**src/pkg/nct_pkg.sv**
```systemverilog
package nct_pkg;

  // ----------------------------------------
  // register offsets
  // ----------------------------------------
  localparam logic [7:0] OFS_COMMAND_CONTROL = 8'h37;
  localparam logic [7:0] OFS_TRANSMIT_POLL   = 8'h38;
  localparam logic [7:0] OFS_IRQ_STATUS      = 8'h3e;
  localparam logic [7:0] OFS_IRQ_MASK        = 8'h3c;

  // ----------------------------------------
  // field positions
  // ----------------------------------------
  localparam int BIT_SOFT_RESET       = 4;
  localparam int BIT_RX_PATH_ENABLE   = 3;
  localparam int BIT_TX_PATH_ENABLE   = 2;
  localparam int BIT_HIGH_PRIO_POLL   = 7;
  localparam int BIT_NORMAL_PRIO_POLL = 6;
  localparam int BIT_FORCED_SOFT_IRQ  = 0;
  localparam int BIT_SOFT_IRQ_STATUS  = 8;

  // ----------------------------------------
  // reset values and timing
  // ----------------------------------------
  localparam logic [7:0]  RST_COMMAND_CONTROL = 8'h00;
  localparam logic [7:0]  RST_TRANSMIT_POLL   = 8'h00;
  localparam logic [15:0] RST_IRQ_STATUS      = 16'h0000;
  localparam logic [15:0] RST_IRQ_MASK        = 16'h0000;
  localparam int          SOFT_RESET_CYCLES   = 16;

  typedef enum logic [1:0] {
    SR_IDLE,
    SR_BUSY,
    SR_DONE
  } nct_reset_state_t;

endpackage : nct_pkg

```
**src/design/nct_command_poll.sv**
```systemverilog
// Chosen here: the plain strobed port.
`timescale 1ns/1ps
`default_nettype none

module nct_command_poll #(
  parameter int ADDR_WIDTH  = 8,
  parameter int PTR_WIDTH   = 64,
  parameter int RESET_TICKS = nct_pkg::SOFT_RESET_CYCLES
) (
  input  wire logic                  clk_sys,
  input  wire logic                  reset_n,
  input  wire logic [ADDR_WIDTH-1:0] regAddr,
  input  wire logic [15:0]           regWrData,
  input  wire logic                  regWrite,
  input  wire logic                  regRead,
  output var  logic [15:0]           regRdData,
  input  wire logic [PTR_WIDTH-1:0]  normalTxDescBase,
  input  wire logic [PTR_WIDTH-1:0]  highTxDescBase,
  input  wire logic [PTR_WIDTH-1:0]  rxDescBase,
  input  wire logic                  highQueueEmpty,
  input  wire logic                  normalQueueEmpty,
  output var  logic                  rxPathEnable,
  output var  logic                  txPathEnable,
  output var  logic                  fifoReinit,
  output var  logic                  highPrioPending,
  output var  logic                  normalPrioPending,
  output var  logic [PTR_WIDTH-1:0]  normalTxPtr,
  output var  logic [PTR_WIDTH-1:0]  highTxPtr,
  output var  logic [PTR_WIDTH-1:0]  rxPtr,
  output var  logic                  irqOut
);
  import nct_pkg::*;

  if (ADDR_WIDTH < 8 || RESET_TICKS < 1 ||
      RESET_TICKS > 65535 || PTR_WIDTH < 1) begin : gen_bad_param
    $error("nct_command_poll: bad parameter");
  end

  // ----------------------------------------
  // decode
  // ----------------------------------------
  logic wrCmd;
  logic wrPoll;
  logic wrMask;
  logic rdStatus;
  assign wrCmd    = regWrite && (regAddr == ADDR_WIDTH'(OFS_COMMAND_CONTROL));
  assign wrPoll   = regWrite && (regAddr == ADDR_WIDTH'(OFS_TRANSMIT_POLL));
  assign wrMask   = regWrite && (regAddr == ADDR_WIDTH'(OFS_IRQ_MASK));
  assign rdStatus = regRead && (regAddr == ADDR_WIDTH'(OFS_IRQ_STATUS));

  // ----------------------------------------
  // soft reset sequencer
  // ----------------------------------------
  nct_reset_state_t srState_q;
  logic [15:0]      srCount_q;
  logic             srActive;
  assign srActive = (srState_q != SR_IDLE);

  always_ff @(posedge clk_sys) begin
    if (!reset_n) begin
      srState_q <= SR_IDLE;
      srCount_q <= 16'h0000;
    end else begin
      unique case (srState_q)
        SR_IDLE: begin
          if (wrCmd && regWrData[BIT_SOFT_RESET]) begin
            srState_q <= SR_BUSY;
            srCount_q <= 16'(RESET_TICKS - 1);
          end
        end
        SR_BUSY: begin
          if (srCount_q == 16'h0000) begin
            srState_q <= SR_DONE;
          end else begin
            srCount_q <= srCount_q - 16'h0001;
          end
        end
        SR_DONE: begin
          srState_q <= SR_IDLE;
        end
      endcase
    end
  end

  always_ff @(posedge clk_sys) begin
    if (!reset_n) begin
      fifoReinit <= 1'b0;
    end else begin
      fifoReinit <= srActive || (wrCmd && regWrData[BIT_SOFT_RESET]);
    end
  end

  // ----------------------------------------
  // path enables
  // ----------------------------------------
  logic rxEn_q;
  logic txEn_q;

  always_ff @(posedge clk_sys) begin
    if (!reset_n) begin
      rxEn_q <= RST_COMMAND_CONTROL[BIT_RX_PATH_ENABLE];
      txEn_q <= RST_COMMAND_CONTROL[BIT_TX_PATH_ENABLE];
    end else if (srActive) begin
      rxEn_q <= 1'b0;
      txEn_q <= 1'b0;
    end else if (wrCmd && !regWrData[BIT_SOFT_RESET]) begin
      rxEn_q <= regWrData[BIT_RX_PATH_ENABLE];
      txEn_q <= regWrData[BIT_TX_PATH_ENABLE];
    end
  end

  always_ff @(posedge clk_sys) begin
    if (!reset_n) begin
      rxPathEnable <= 1'b0;
      txPathEnable <= 1'b0;
    end else begin
      rxPathEnable <= rxEn_q && !srActive && !(wrCmd && regWrData[BIT_SOFT_RESET]);
      txPathEnable <= txEn_q && !srActive && !(wrCmd && regWrData[BIT_SOFT_RESET]);
    end
  end

  // ----------------------------------------
  // buffer pointers
  // ----------------------------------------
  // reload pointers during reset
  always_ff @(posedge clk_sys) begin
    if (!reset_n || srActive) begin
      normalTxPtr <= normalTxDescBase;
      highTxPtr   <= highTxDescBase;
      rxPtr       <= rxDescBase;
    end
  end
  // no station, multicast or config state here

  // ----------------------------------------
  // transmit poll
  // ----------------------------------------
  logic highPoll_q;
  logic normalPoll_q;
  logic forcedIrq_q;

  // high poll set by writing one
  always_ff @(posedge clk_sys) begin
    if (!reset_n || srActive) begin
      highPoll_q <= RST_TRANSMIT_POLL[BIT_HIGH_PRIO_POLL];
    end else if (wrPoll && regWrData[BIT_HIGH_PRIO_POLL]) begin
      highPoll_q <= 1'b1;
    end else if (highPoll_q && highQueueEmpty) begin
      highPoll_q <= 1'b0;
    end
  end

  // normal poll set by writing one
  always_ff @(posedge clk_sys) begin
    if (!reset_n || srActive) begin
      normalPoll_q <= RST_TRANSMIT_POLL[BIT_NORMAL_PRIO_POLL];
    end else if (wrPoll && regWrData[BIT_NORMAL_PRIO_POLL]) begin
      normalPoll_q <= 1'b1;
    end else if (normalPoll_q && normalQueueEmpty) begin
      normalPoll_q <= 1'b0;
    end
  end

  always_ff @(posedge clk_sys) begin
    if (!reset_n) begin
      highPrioPending   <= 1'b0;
      normalPrioPending <= 1'b0;
    end else begin
      highPrioPending   <= highPoll_q && txEn_q && !srActive;
      normalPrioPending <= normalPoll_q && txEn_q && !srActive;
    end
  end

  // ----------------------------------------
  // interrupt status and mask
  // ----------------------------------------
  logic [15:0] irqStatus_q;
  logic [15:0] irqMask_q;
  logic        forceSet;
  assign forceSet = wrPoll && regWrData[BIT_FORCED_SOFT_IRQ];

  always_ff @(posedge clk_sys) begin
    if (!reset_n) begin
      irqStatus_q <= RST_IRQ_STATUS;
    end else begin
      for (int i = 0; i < 16; i++) begin
        if (i == BIT_SOFT_IRQ_STATUS && forceSet) begin
          irqStatus_q[i] <= 1'b1;
        end else if (rdStatus) begin
          irqStatus_q[i] <= 1'b0;
        end
      end
    end
  end

  always_ff @(posedge clk_sys) begin
    if (!reset_n) begin
      irqMask_q <= RST_IRQ_MASK;
    end else if (wrMask) begin
      irqMask_q <= regWrData;
    end
  end

  always_ff @(posedge clk_sys) begin
    if (!reset_n) begin
      forcedIrq_q <= RST_TRANSMIT_POLL[BIT_FORCED_SOFT_IRQ];
    end else if (forceSet) begin
      forcedIrq_q <= 1'b1;
    end else if (!irqStatus_q[BIT_SOFT_IRQ_STATUS]) begin
      forcedIrq_q <= 1'b0;
    end
  end

  always_ff @(posedge clk_sys) begin
    if (!reset_n) begin
      irqOut <= 1'b0;
    end else begin
      irqOut <= |(irqStatus_q & irqMask_q);
    end
  end

  // ----------------------------------------
  // read data
  // ----------------------------------------
  logic [7:0] cmdView;
  logic [7:0] pollView;
  always_comb begin
    cmdView = 8'h00;
    cmdView[BIT_SOFT_RESET]     = srActive;
    cmdView[BIT_RX_PATH_ENABLE] = rxEn_q;
    cmdView[BIT_TX_PATH_ENABLE] = txEn_q;
    pollView = 8'h00;
    pollView[BIT_HIGH_PRIO_POLL]   = highPoll_q;
    pollView[BIT_NORMAL_PRIO_POLL] = normalPoll_q;
    pollView[BIT_FORCED_SOFT_IRQ]  = forcedIrq_q;
  end

  always_ff @(posedge clk_sys) begin
    if (!reset_n) begin
      regRdData <= 16'h0000;
    end else if (regRead) begin
      unique case (regAddr)
        ADDR_WIDTH'(OFS_COMMAND_CONTROL): regRdData <= {8'h00, cmdView};
        ADDR_WIDTH'(OFS_TRANSMIT_POLL):   regRdData <= {8'h00, pollView};
        ADDR_WIDTH'(OFS_IRQ_STATUS):      regRdData <= irqStatus_q;
        ADDR_WIDTH'(OFS_IRQ_MASK):        regRdData <= irqMask_q;
        default:                          regRdData <= 16'h0000;
      endcase
    end else begin
      regRdData <= 16'h0000;
    end
  end

  // ----------------------------------------
  // checks
  // ----------------------------------------
  localparam int SR_SPAN = RESET_TICKS + 1;

  chk_reset_self_clear: assert property (
    @(posedge clk_sys) disable iff (!reset_n)
    (srState_q == SR_IDLE && wrCmd && regWrData[BIT_SOFT_RESET])
      |=> srActive [*2] ##[0:SR_SPAN] !srActive)
    else $error("soft reset did not self clear");

  chk_reset_paths_off: assert property (
    @(posedge clk_sys) disable iff (!reset_n)
    srActive |=> !rxPathEnable && !txPathEnable && fifoReinit)
    else $error("paths active during soft reset");

  chk_reset_ptr_load: assert property (
    @(posedge clk_sys) disable iff (!reset_n)
    (srActive && $stable(rxDescBase) && $stable(highTxDescBase))
      |=> rxPtr == $past(rxDescBase) && highTxPtr == $past(highTxDescBase))
    else $error("pointer not reloaded");

  chk_enable_follow: assert property (
    @(posedge clk_sys) disable iff (!reset_n)
    (wrCmd && !srActive && !regWrData[BIT_SOFT_RESET])
      |=> ##1 rxPathEnable == $past(regWrData[BIT_RX_PATH_ENABLE], 2))
    else $error("receive enable wrong");

  chk_high_poll_set: assert property (
    @(posedge clk_sys) disable iff (!reset_n)
    (wrPoll && regWrData[BIT_HIGH_PRIO_POLL] && !srActive) |=> highPoll_q)
    else $error("high poll not set");

  chk_high_poll_hold: assert property (
    @(posedge clk_sys) disable iff (!reset_n)
    (highPoll_q && !highQueueEmpty && !srActive) |=> highPoll_q)
    else $error("high poll dropped early");

  chk_normal_poll_hold: assert property (
    @(posedge clk_sys) disable iff (!reset_n)
    (normalPoll_q && !normalQueueEmpty && !srActive) |=> normalPoll_q)
    else $error("normal poll dropped early");

  chk_zero_no_effect: assert property (
    @(posedge clk_sys) disable iff (!reset_n)
    (wrPoll && !regWrData[BIT_NORMAL_PRIO_POLL] && !normalPoll_q) |=> !normalPoll_q)
    else $error("zero write set normal poll");

  chk_force_sets_flag: assert property (
    @(posedge clk_sys) disable iff (!reset_n)
    forceSet |=> irqStatus_q[BIT_SOFT_IRQ_STATUS] && forcedIrq_q)
    else $error("forced irq did not set status");

  chk_force_clear: assert property (
    @(posedge clk_sys) disable iff (!reset_n)
    (forcedIrq_q && !irqStatus_q[BIT_SOFT_IRQ_STATUS] && !forceSet) |=> !forcedIrq_q)
    else $error("forced bit not cleared");

  cov_soft_reset: cover property (
    @(posedge clk_sys) disable iff (!reset_n) srState_q == SR_DONE);
  cov_high_drain: cover property (
    @(posedge clk_sys) disable iff (!reset_n) highPoll_q ##1 !highPoll_q);
  cov_force_irq: cover property (
    @(posedge clk_sys) disable iff (!reset_n) forceSet ##[1:4] irqOut);

endmodule : nct_command_poll

`default_nettype wire

```
**config.mk**
```make
export PLATFORM = sky130hd
export DESIGN_NAME = nct_command_poll
export DESIGN_NICKNAME = d
export VERILOG_FILES = /design/src/pkg/nct_pkg.sv /design/src/design/nct_command_poll.sv
export SDC_FILE = /design/constraint.sdc
export NUM_CORES = 1
export LEC_CHECK = 0
export CORE_AREA = 8 8 161 163
export CTS_CLUSTER_DIAMETER = 120
export DETAILED_ROUTE_END_ITERATION = 12
export DIE_AREA = 0 0 169 171
export DONT_BUFFER_PORTS = 1
export SLEW_MARGIN = 5
export SYNTH_ARGS = -nofsm -noshare
export SYNTH_HDL_FRONTEND = slang
export SYNTH_SLANG_ARGS = --single-unit
```
**constraint.sdc**
```tcl
create_clock -name clk_sys -period 6.8 [get_ports clk_sys]
set_input_delay 0.68 -clock clk_sys [delete_from_list [all_inputs] [get_ports clk_sys]]
set_output_delay 0.68 -clock clk_sys [all_outputs]
set_load 0.05 [all_outputs]
```
==> results of run 1 <==
-- metal layers --
metal / wire, um / track usage [%] / up-vias
met4: 371 / 3.77 / 2
li1: - / - / 1826
met5: 13 / 0 / -
met1: 7550 / 14.1 / 2051
met3: 2040 / 5.00 / 31
met2: 13200 / 28.3 / 218
-- cells by family (layout without fill, tap and decap cells) --
logic type,count (synthesis),after routing,synth area share [%]
flops,254,254,83.8
simple gates,115,115,7.91
compound gates,44,44,3.61
mux,25,25,2.99
buf+inv,24,56,1.20
fa+ha+maj,3,3,0.449
-- power groups by stage --
stage | combinational, mW | sequential (mW) | clock [mW]
after floorplan | 0.307 | 3.38 | 0
after global placement | 0.372 | 3.45 | 0
after detailed placement | 0.393 | 3.46 | 0
after CTS | 0.394 | 3.43 | 1.31
after global routing | 0.444 | 3.44 | 1.36
final | 0.395 | 3.42 | 1.27
-- sequential cells by signal, summed over array words and instances (netlist names), 2 cells and up --
name and count:
highTxPtr 64, irqMask_q 16, normalTxPtr 64, regRdData 16, rxPtr 64, srCount_q 16, srState_q 2
-- final timing paths --
path	start	end	slack (ns)	cells past startpoint
hold / removal	highTxDescBase[47]	highTxPtr[47]	0.27	0
hold reg to reg	irqMask_q[14]	regRdData[14]	0.46	1
setup / recovery	srState_q[0]	highTxPtr[19]	3.98	5
setup reg to reg	srState_q[0]	highTxPtr[19]	3.98	5
-- per-stage QoR --
step                cells  utilization (%)  power [mW]
finish                816             40.8        5.08
global route          816             40.8        5.25
CTS                   816             40.8        5.13
detailed placement    775             37.5        3.85
global placement      775             37.5        3.83
floorplan             465                -        3.69
-- placed cells by master, fill, tap and decap left out, types with 2 or more instances in the layout --
cell,instances
sky130_fd_sc_hd__clkbuf_16,25
sky130_fd_sc_hd__or4_1,8
sky130_fd_sc_hd__and3_1,6
sky130_fd_sc_hd__bufinv_16,2
sky130_fd_sc_hd__a32oi_1,2
sky130_fd_sc_hd__inv_6,2
sky130_fd_sc_hd__nor4_1,14
sky130_fd_sc_hd__o31ai_1,6
sky130_fd_sc_hd__ha_1,3
sky130_fd_sc_hd__nand3_1,3
sky130_fd_sc_hd__dfxtp_1,62
sky130_fd_sc_hd__nor2_1,30
sky130_fd_sc_hd__buf_4,3
sky130_fd_sc_hd__edfxtp_1,192
sky130_fd_sc_hd__a21oi_1,13
sky130_fd_sc_hd__clkinv_1,7
sky130_fd_sc_hd__nor3_1,6
sky130_fd_sc_hd__nand2_1,11
sky130_fd_sc_hd__o21ai_0,5
sky130_fd_sc_hd__clkinv_2,3
sky130_fd_sc_hd__and4_1,2
sky130_fd_sc_hd__or3_1,5
sky130_fd_sc_hd__and2_1,10
sky130_fd_sc_hd__inv_1,11
sky130_fd_sc_hd__clkinv_4,2
sky130_fd_sc_hd__mux2i_1,25
sky130_fd_sc_hd__or3_2,2
sky130_fd_sc_hd__o31a_1,4
sky130_fd_sc_hd__a22oi_1,5
sky130_fd_sc_hd__nand2b_1,11
sky130_fd_sc_hd__a211oi_1,3
-- final cells by class --
type | instances | area, um2
Timing Repair Buffer | 3 | 22.5
Inverter | 12 | 50.0
Tap cell | 319 | 399
Multi-Input combinational cell | 187 | 1250
Clock buffer | 26 | 629
Sequential cell | 254 | 7010
Fill cell | 2093 | 13800
Clock inverter | 15 | 128
==> results.ini, run 1 <==
[run_status]
outcome=finished, final reports clean

[yosys]
synth_top_cells_by_area=sky130_fd_sc_hd__edfxtp_1, sky130_fd_sc_hd__dfxtp_1, sky130_fd_sc_hd__mux2i_1
synthDistinctLibCells=41
yosys.area.top_type=sky130_fd_sc_hd__edfxtp_1
ys.warnings.count=0
synthArstFlopShare_pct=0
cell_count_after_synthesis=465
synth.net_count=690
synth_sequential_area_ratio_pct=83.8
synthesis.area_per_instance_um2=18.0
synth_largest_type_area_fraction_pct=69.0
synth_register_bits=254
yosysMostFrequentCell=sky130_fd_sc_hd__edfxtp_1
ys_dominant_reg_cell=sky130_fd_sc_hd__edfxtp_1
synthesis.area_um2=8360
synth_enable_flop_cells=192
ys_top_cells_by_count=sky130_fd_sc_hd__edfxtp_1, sky130_fd_sc_hd__dfxtp_1, sky130_fd_sc_hd__nor2_1, sky130_fd_sc_hd__mux2i_1, sky130_fd_sc_hd__nor4_1

[pwr]
pwr-share-comb_pct=7.8
p_leak_nw=3.23
power_switching_mw=2.11
sw_frac_of_total_pct=41.5
vdd_ir_drop_max_uv=205
sequentialPowerShare_pct=67.3
pwr-share-clk_pct=24.9
power_per_cell_area_nw_per_um2=535
cellInternalPower_mw=2.97

[layout]
finish.instance_area_um2=9490
flow.area_growth_from_synthesis_pct=13.5
ant_cells=0
nets=707
drive_above_1_share_pct=8.25

[worst_setup_path]
arrival_ns=2.95
critical_path_buf_inv_count=3
worst_ep_required_time_ns=6.93
crit_slowest_cell=sky130_fd_sc_hd__buf_4
cp-start-kind=register
critPathCaptureType=register
worst-setup-path-type=reg2reg
critical-path-top-delay-family=buffers and inverters
worstPathCellList=inv_1 -> ha_1 -> and2_1 -> inv_6 -> buf_4
worst_path_largest_cell_delay_ns=0.74
crit_fanout=108

[cts]
post_cts_hold_buffer_count=0
cts_resized=0
cts_post_setup_buffers_inserted=0
clock_tree.buffer_depth=3
tritoncts.num_buffers=24
clock_latency_ns=0.50
htree_levels=1
cts_tree=done
cts.root.buffer_cell=sky130_fd_sc_hd__clkbuf_16
clock_sink_count=254
clk_pin_slew_worst_paths_ns=0.06

[routing]
drt-total-wl_mm=23.1
first_iter_violations=346
dr.pass1.iters=5
antenna_left=0
via_per_inst=5.06
drc_errors=0
detailroute.via_count=4128
routedWlPerCell_um=28.4

[die]
die_span_in_x_um=169
core-area_um2=23300
chipHeight_um=171
start_util_pct=35.9
fp-row-count=56
dieArea_um2=28900
pin_count=436

[sta]
timing_worst_slew_pin_value_ns=0.975
relSlewSlack_pct=34.4
slew_violations=0
finalWorstPathRequiredPeriod_ns=2.82
max_clock_freq_mhz=355
finalCritPeriodShare_pct=41.5
timing.final.setup_violations=0
setup_tns_ns=0
fin_ws_ns=3.98
grt_setup_unrepaired=false
whs_ns=0.268
hold_violations=0
final.setup_skew_ns=0.00886

[placement]
port_buffers=0
place_congestion=0.823
post_dp_cell_area_um2=8730
hpwl_mm=18.3
dp_worst_setup_slack_ns=3.92

[global_route]
grt_overflow=0
grt_first_pass_wirelength_mm=30.1
maximum_number_of_pins_on_one_net_before_global_route_repair=109
grt_pass1_vias=3933
grt_use_total_pct=14.4
initial_antenna_violation_count=1

[run]
maxCapViolCount=0

[hold_path]
min_delay_worst_type=in2reg

Note: power is estimated with default switching activity, not from simulation.
==> run 2, diff against run 1 <==
==> constraint.sdc (replaced) <==
create_clock -name clk_sys -period 2.9 [get_ports clk_sys]
set_input_delay 0.29 -clock clk_sys [delete_from_list [all_inputs] [get_ports clk_sys]]
set_output_delay 0.29 -clock clk_sys [all_outputs]
set_load 0.05 [all_outputs]
==> results.ini, run 2 <==
[run_status]
outcome=did not finish
flow.stopped_at=clock tree synthesis (4_1_cts)
first-error=[ERROR RSZ-0060] Max buffer count reached.

[yosys]
synthesis.area_um2=8360  ; unchanged
synth_sequential_area_ratio_pct=83.8  ; unchanged
synth.net_count=690  ; unchanged
yosysMostFrequentCell=sky130_fd_sc_hd__edfxtp_1
synth_largest_type_area_fraction_pct=69.0  ; unchanged
ys.warnings.count=0  ; unchanged
cell_count_after_synthesis=465  ; unchanged
ys_top_cells_by_count=sky130_fd_sc_hd__edfxtp_1, sky130_fd_sc_hd__dfxtp_1, sky130_fd_sc_hd__nor2_1, sky130_fd_sc_hd__mux2i_1, sky130_fd_sc_hd__nor4_1
synth_register_bits=254  ; unchanged
synthArstFlopShare_pct=0  ; unchanged
synth_enable_flop_cells=192  ; unchanged
synth_top_cells_by_area=sky130_fd_sc_hd__edfxtp_1, sky130_fd_sc_hd__dfxtp_1, sky130_fd_sc_hd__mux2i_1
yosys.area.top_type=sky130_fd_sc_hd__edfxtp_1
ys_dominant_reg_cell=sky130_fd_sc_hd__edfxtp_1
synthesis.area_per_instance_um2=18.0  ; unchanged
synthDistinctLibCells=41  ; unchanged

[placement]
place_congestion=0.817  ; -0.62%
post_dp_cell_area_um2=8840  ; +1.2%
hpwl_mm=18.6  ; +1.5%
port_buffers=0  ; unchanged
placed_cells=784  ; +1.2%

[cts]
clock_sink_count=254  ; unchanged
cts_resized=0  ; unchanged
cts.root.buffer_cell=sky130_fd_sc_hd__clkbuf_16
htree_levels=1  ; unchanged
tritoncts.num_buffers=25  ; +4.2%
cts_post_setup_buffers_inserted=0  ; unchanged
clock_tree.buffer_depth=3  ; unchanged
post_cts_hold_buffer_count=167  ; +167

[die]
fp-row-count=56  ; unchanged
die_span_in_x_um=169  ; unchanged
start_util_pct=35.9  ; unchanged
pin_count=436  ; unchanged
chipHeight_um=171  ; unchanged

run 2: logic make-up after synthesis:
| kind of cell | Yosys count | share of synthesized area [%] |
|---|---|---|
| DFF | 254 | 83.8 |
| adders and majority gates | 3 | 0.449 |
| and+or+nand+nor | 115 | 7.91 |
| AOI/OAI and AO/OA | 44 | 3.61 |
| buffers and inverters | 24 | 1.20 |
| muxes | 25 | 2.99 |
run 2: stage by stage:
| stage | utilization, % | TNS [ns] | setup WS [ns] |
|---|---|---|---|
| after detailed placement | 38.0 | 0 | 0.487 |
| after floorplan | - | -207.05 | -1.07 |
| after global placement | 38.0 | 0 | 0.629 |
==> run 3, diff against run 2 <==
--- a/config.mk
+++ b/config.mk
@@ -5,11 +5,11 @@
 export SDC_FILE = /design/constraint.sdc
 export NUM_CORES = 1
 export LEC_CHECK = 0
-export CORE_AREA = 8 8 161 163
-export CTS_CLUSTER_DIAMETER = 120
+export CORE_AREA = 8 8 174 176
 export DETAILED_ROUTE_END_ITERATION = 12
-export DIE_AREA = 0 0 169 171
+export DIE_AREA = 0 0 182 184
 export DONT_BUFFER_PORTS = 1
+export PLACE_DENSITY_LB_ADDON = 0.15
 export SLEW_MARGIN = 5
 export SYNTH_ARGS = -nofsm -noshare
 export SYNTH_HDL_FRONTEND = slang
==> results.ini, run 3 <==
[run_status]
outcome=did not finish
flow.stopped_at=clock tree synthesis (4_1_cts)
first-error=[ERROR RSZ-0060] Max buffer count reached.

[cts]
htree_levels=1  ; unchanged
cts_post_setup_buffers_inserted=0  ; unchanged
clock_sink_count=254  ; unchanged
post_cts_hold_buffer_count=171  ; +2.4%
tritoncts.num_buffers=26  ; +4.0%
cts_resized=0  ; unchanged
cts.root.buffer_cell=sky130_fd_sc_hd__clkbuf_16
clock_tree.buffer_depth=3  ; unchanged

[yosys]
ys_dominant_reg_cell=sky130_fd_sc_hd__edfxtp_1
ys_top_cells_by_count=sky130_fd_sc_hd__edfxtp_1, sky130_fd_sc_hd__dfxtp_1, sky130_fd_sc_hd__nor2_1, sky130_fd_sc_hd__mux2i_1, sky130_fd_sc_hd__nor4_1
synth.net_count=690  ; unchanged
cell_count_after_synthesis=465  ; unchanged
yosysMostFrequentCell=sky130_fd_sc_hd__edfxtp_1
synth_largest_type_area_fraction_pct=69.0  ; unchanged
synth_enable_flop_cells=192  ; unchanged
synth_register_bits=254  ; unchanged
ys.warnings.count=0  ; unchanged
synthDistinctLibCells=41  ; unchanged
yosys.area.top_type=sky130_fd_sc_hd__edfxtp_1
synth_sequential_area_ratio_pct=83.8  ; unchanged
synth_top_cells_by_area=sky130_fd_sc_hd__edfxtp_1, sky130_fd_sc_hd__dfxtp_1, sky130_fd_sc_hd__mux2i_1
synthesis.area_um2=8360  ; unchanged
synthesis.area_per_instance_um2=18.0  ; unchanged
synthArstFlopShare_pct=0  ; unchanged

[placement]
dp_worst_setup_slack_ns=0.642  ; +0.155 ns
hpwl_mm=17.9  ; -3.5%
placed_cells=806  ; +2.8%
port_buffers=0  ; unchanged
place_congestion=0.736  ; -10%

[die]
start_util_pct=30.4  ; -5.5 points
chipHeight_um=184  ; +7.6%
pin_count=436  ; unchanged
fp-row-count=61  ; +8.9%
die_span_in_x_um=182  ; +7.7%

run 3: cell counts after synthesis:
Identical to the previous run, type by type.
run 3: cell families after synthesis:
family,share of synthesized area (%)
multiplexers,2.99
buffers and inverters,1.20
AND/OR/NAND/NOR,7.91
AO/OA/AOI/OAI,3.61
flip-flops,83.8
adder cells (fa/ha/maj),0.449
run 3: stage by stage:
| stage | setup TNS (ns) | util (%) | cell area, um2 | hold slack (ns) |
|---|---|---|---|---|
| floorplan | -207.05 | - | 8380 | 0.389 |
| global placement | 0 | 32.2 | 8840 | 0.389 |
| detailed placement | 0 | 32.2 | 8840 | 0.389 |
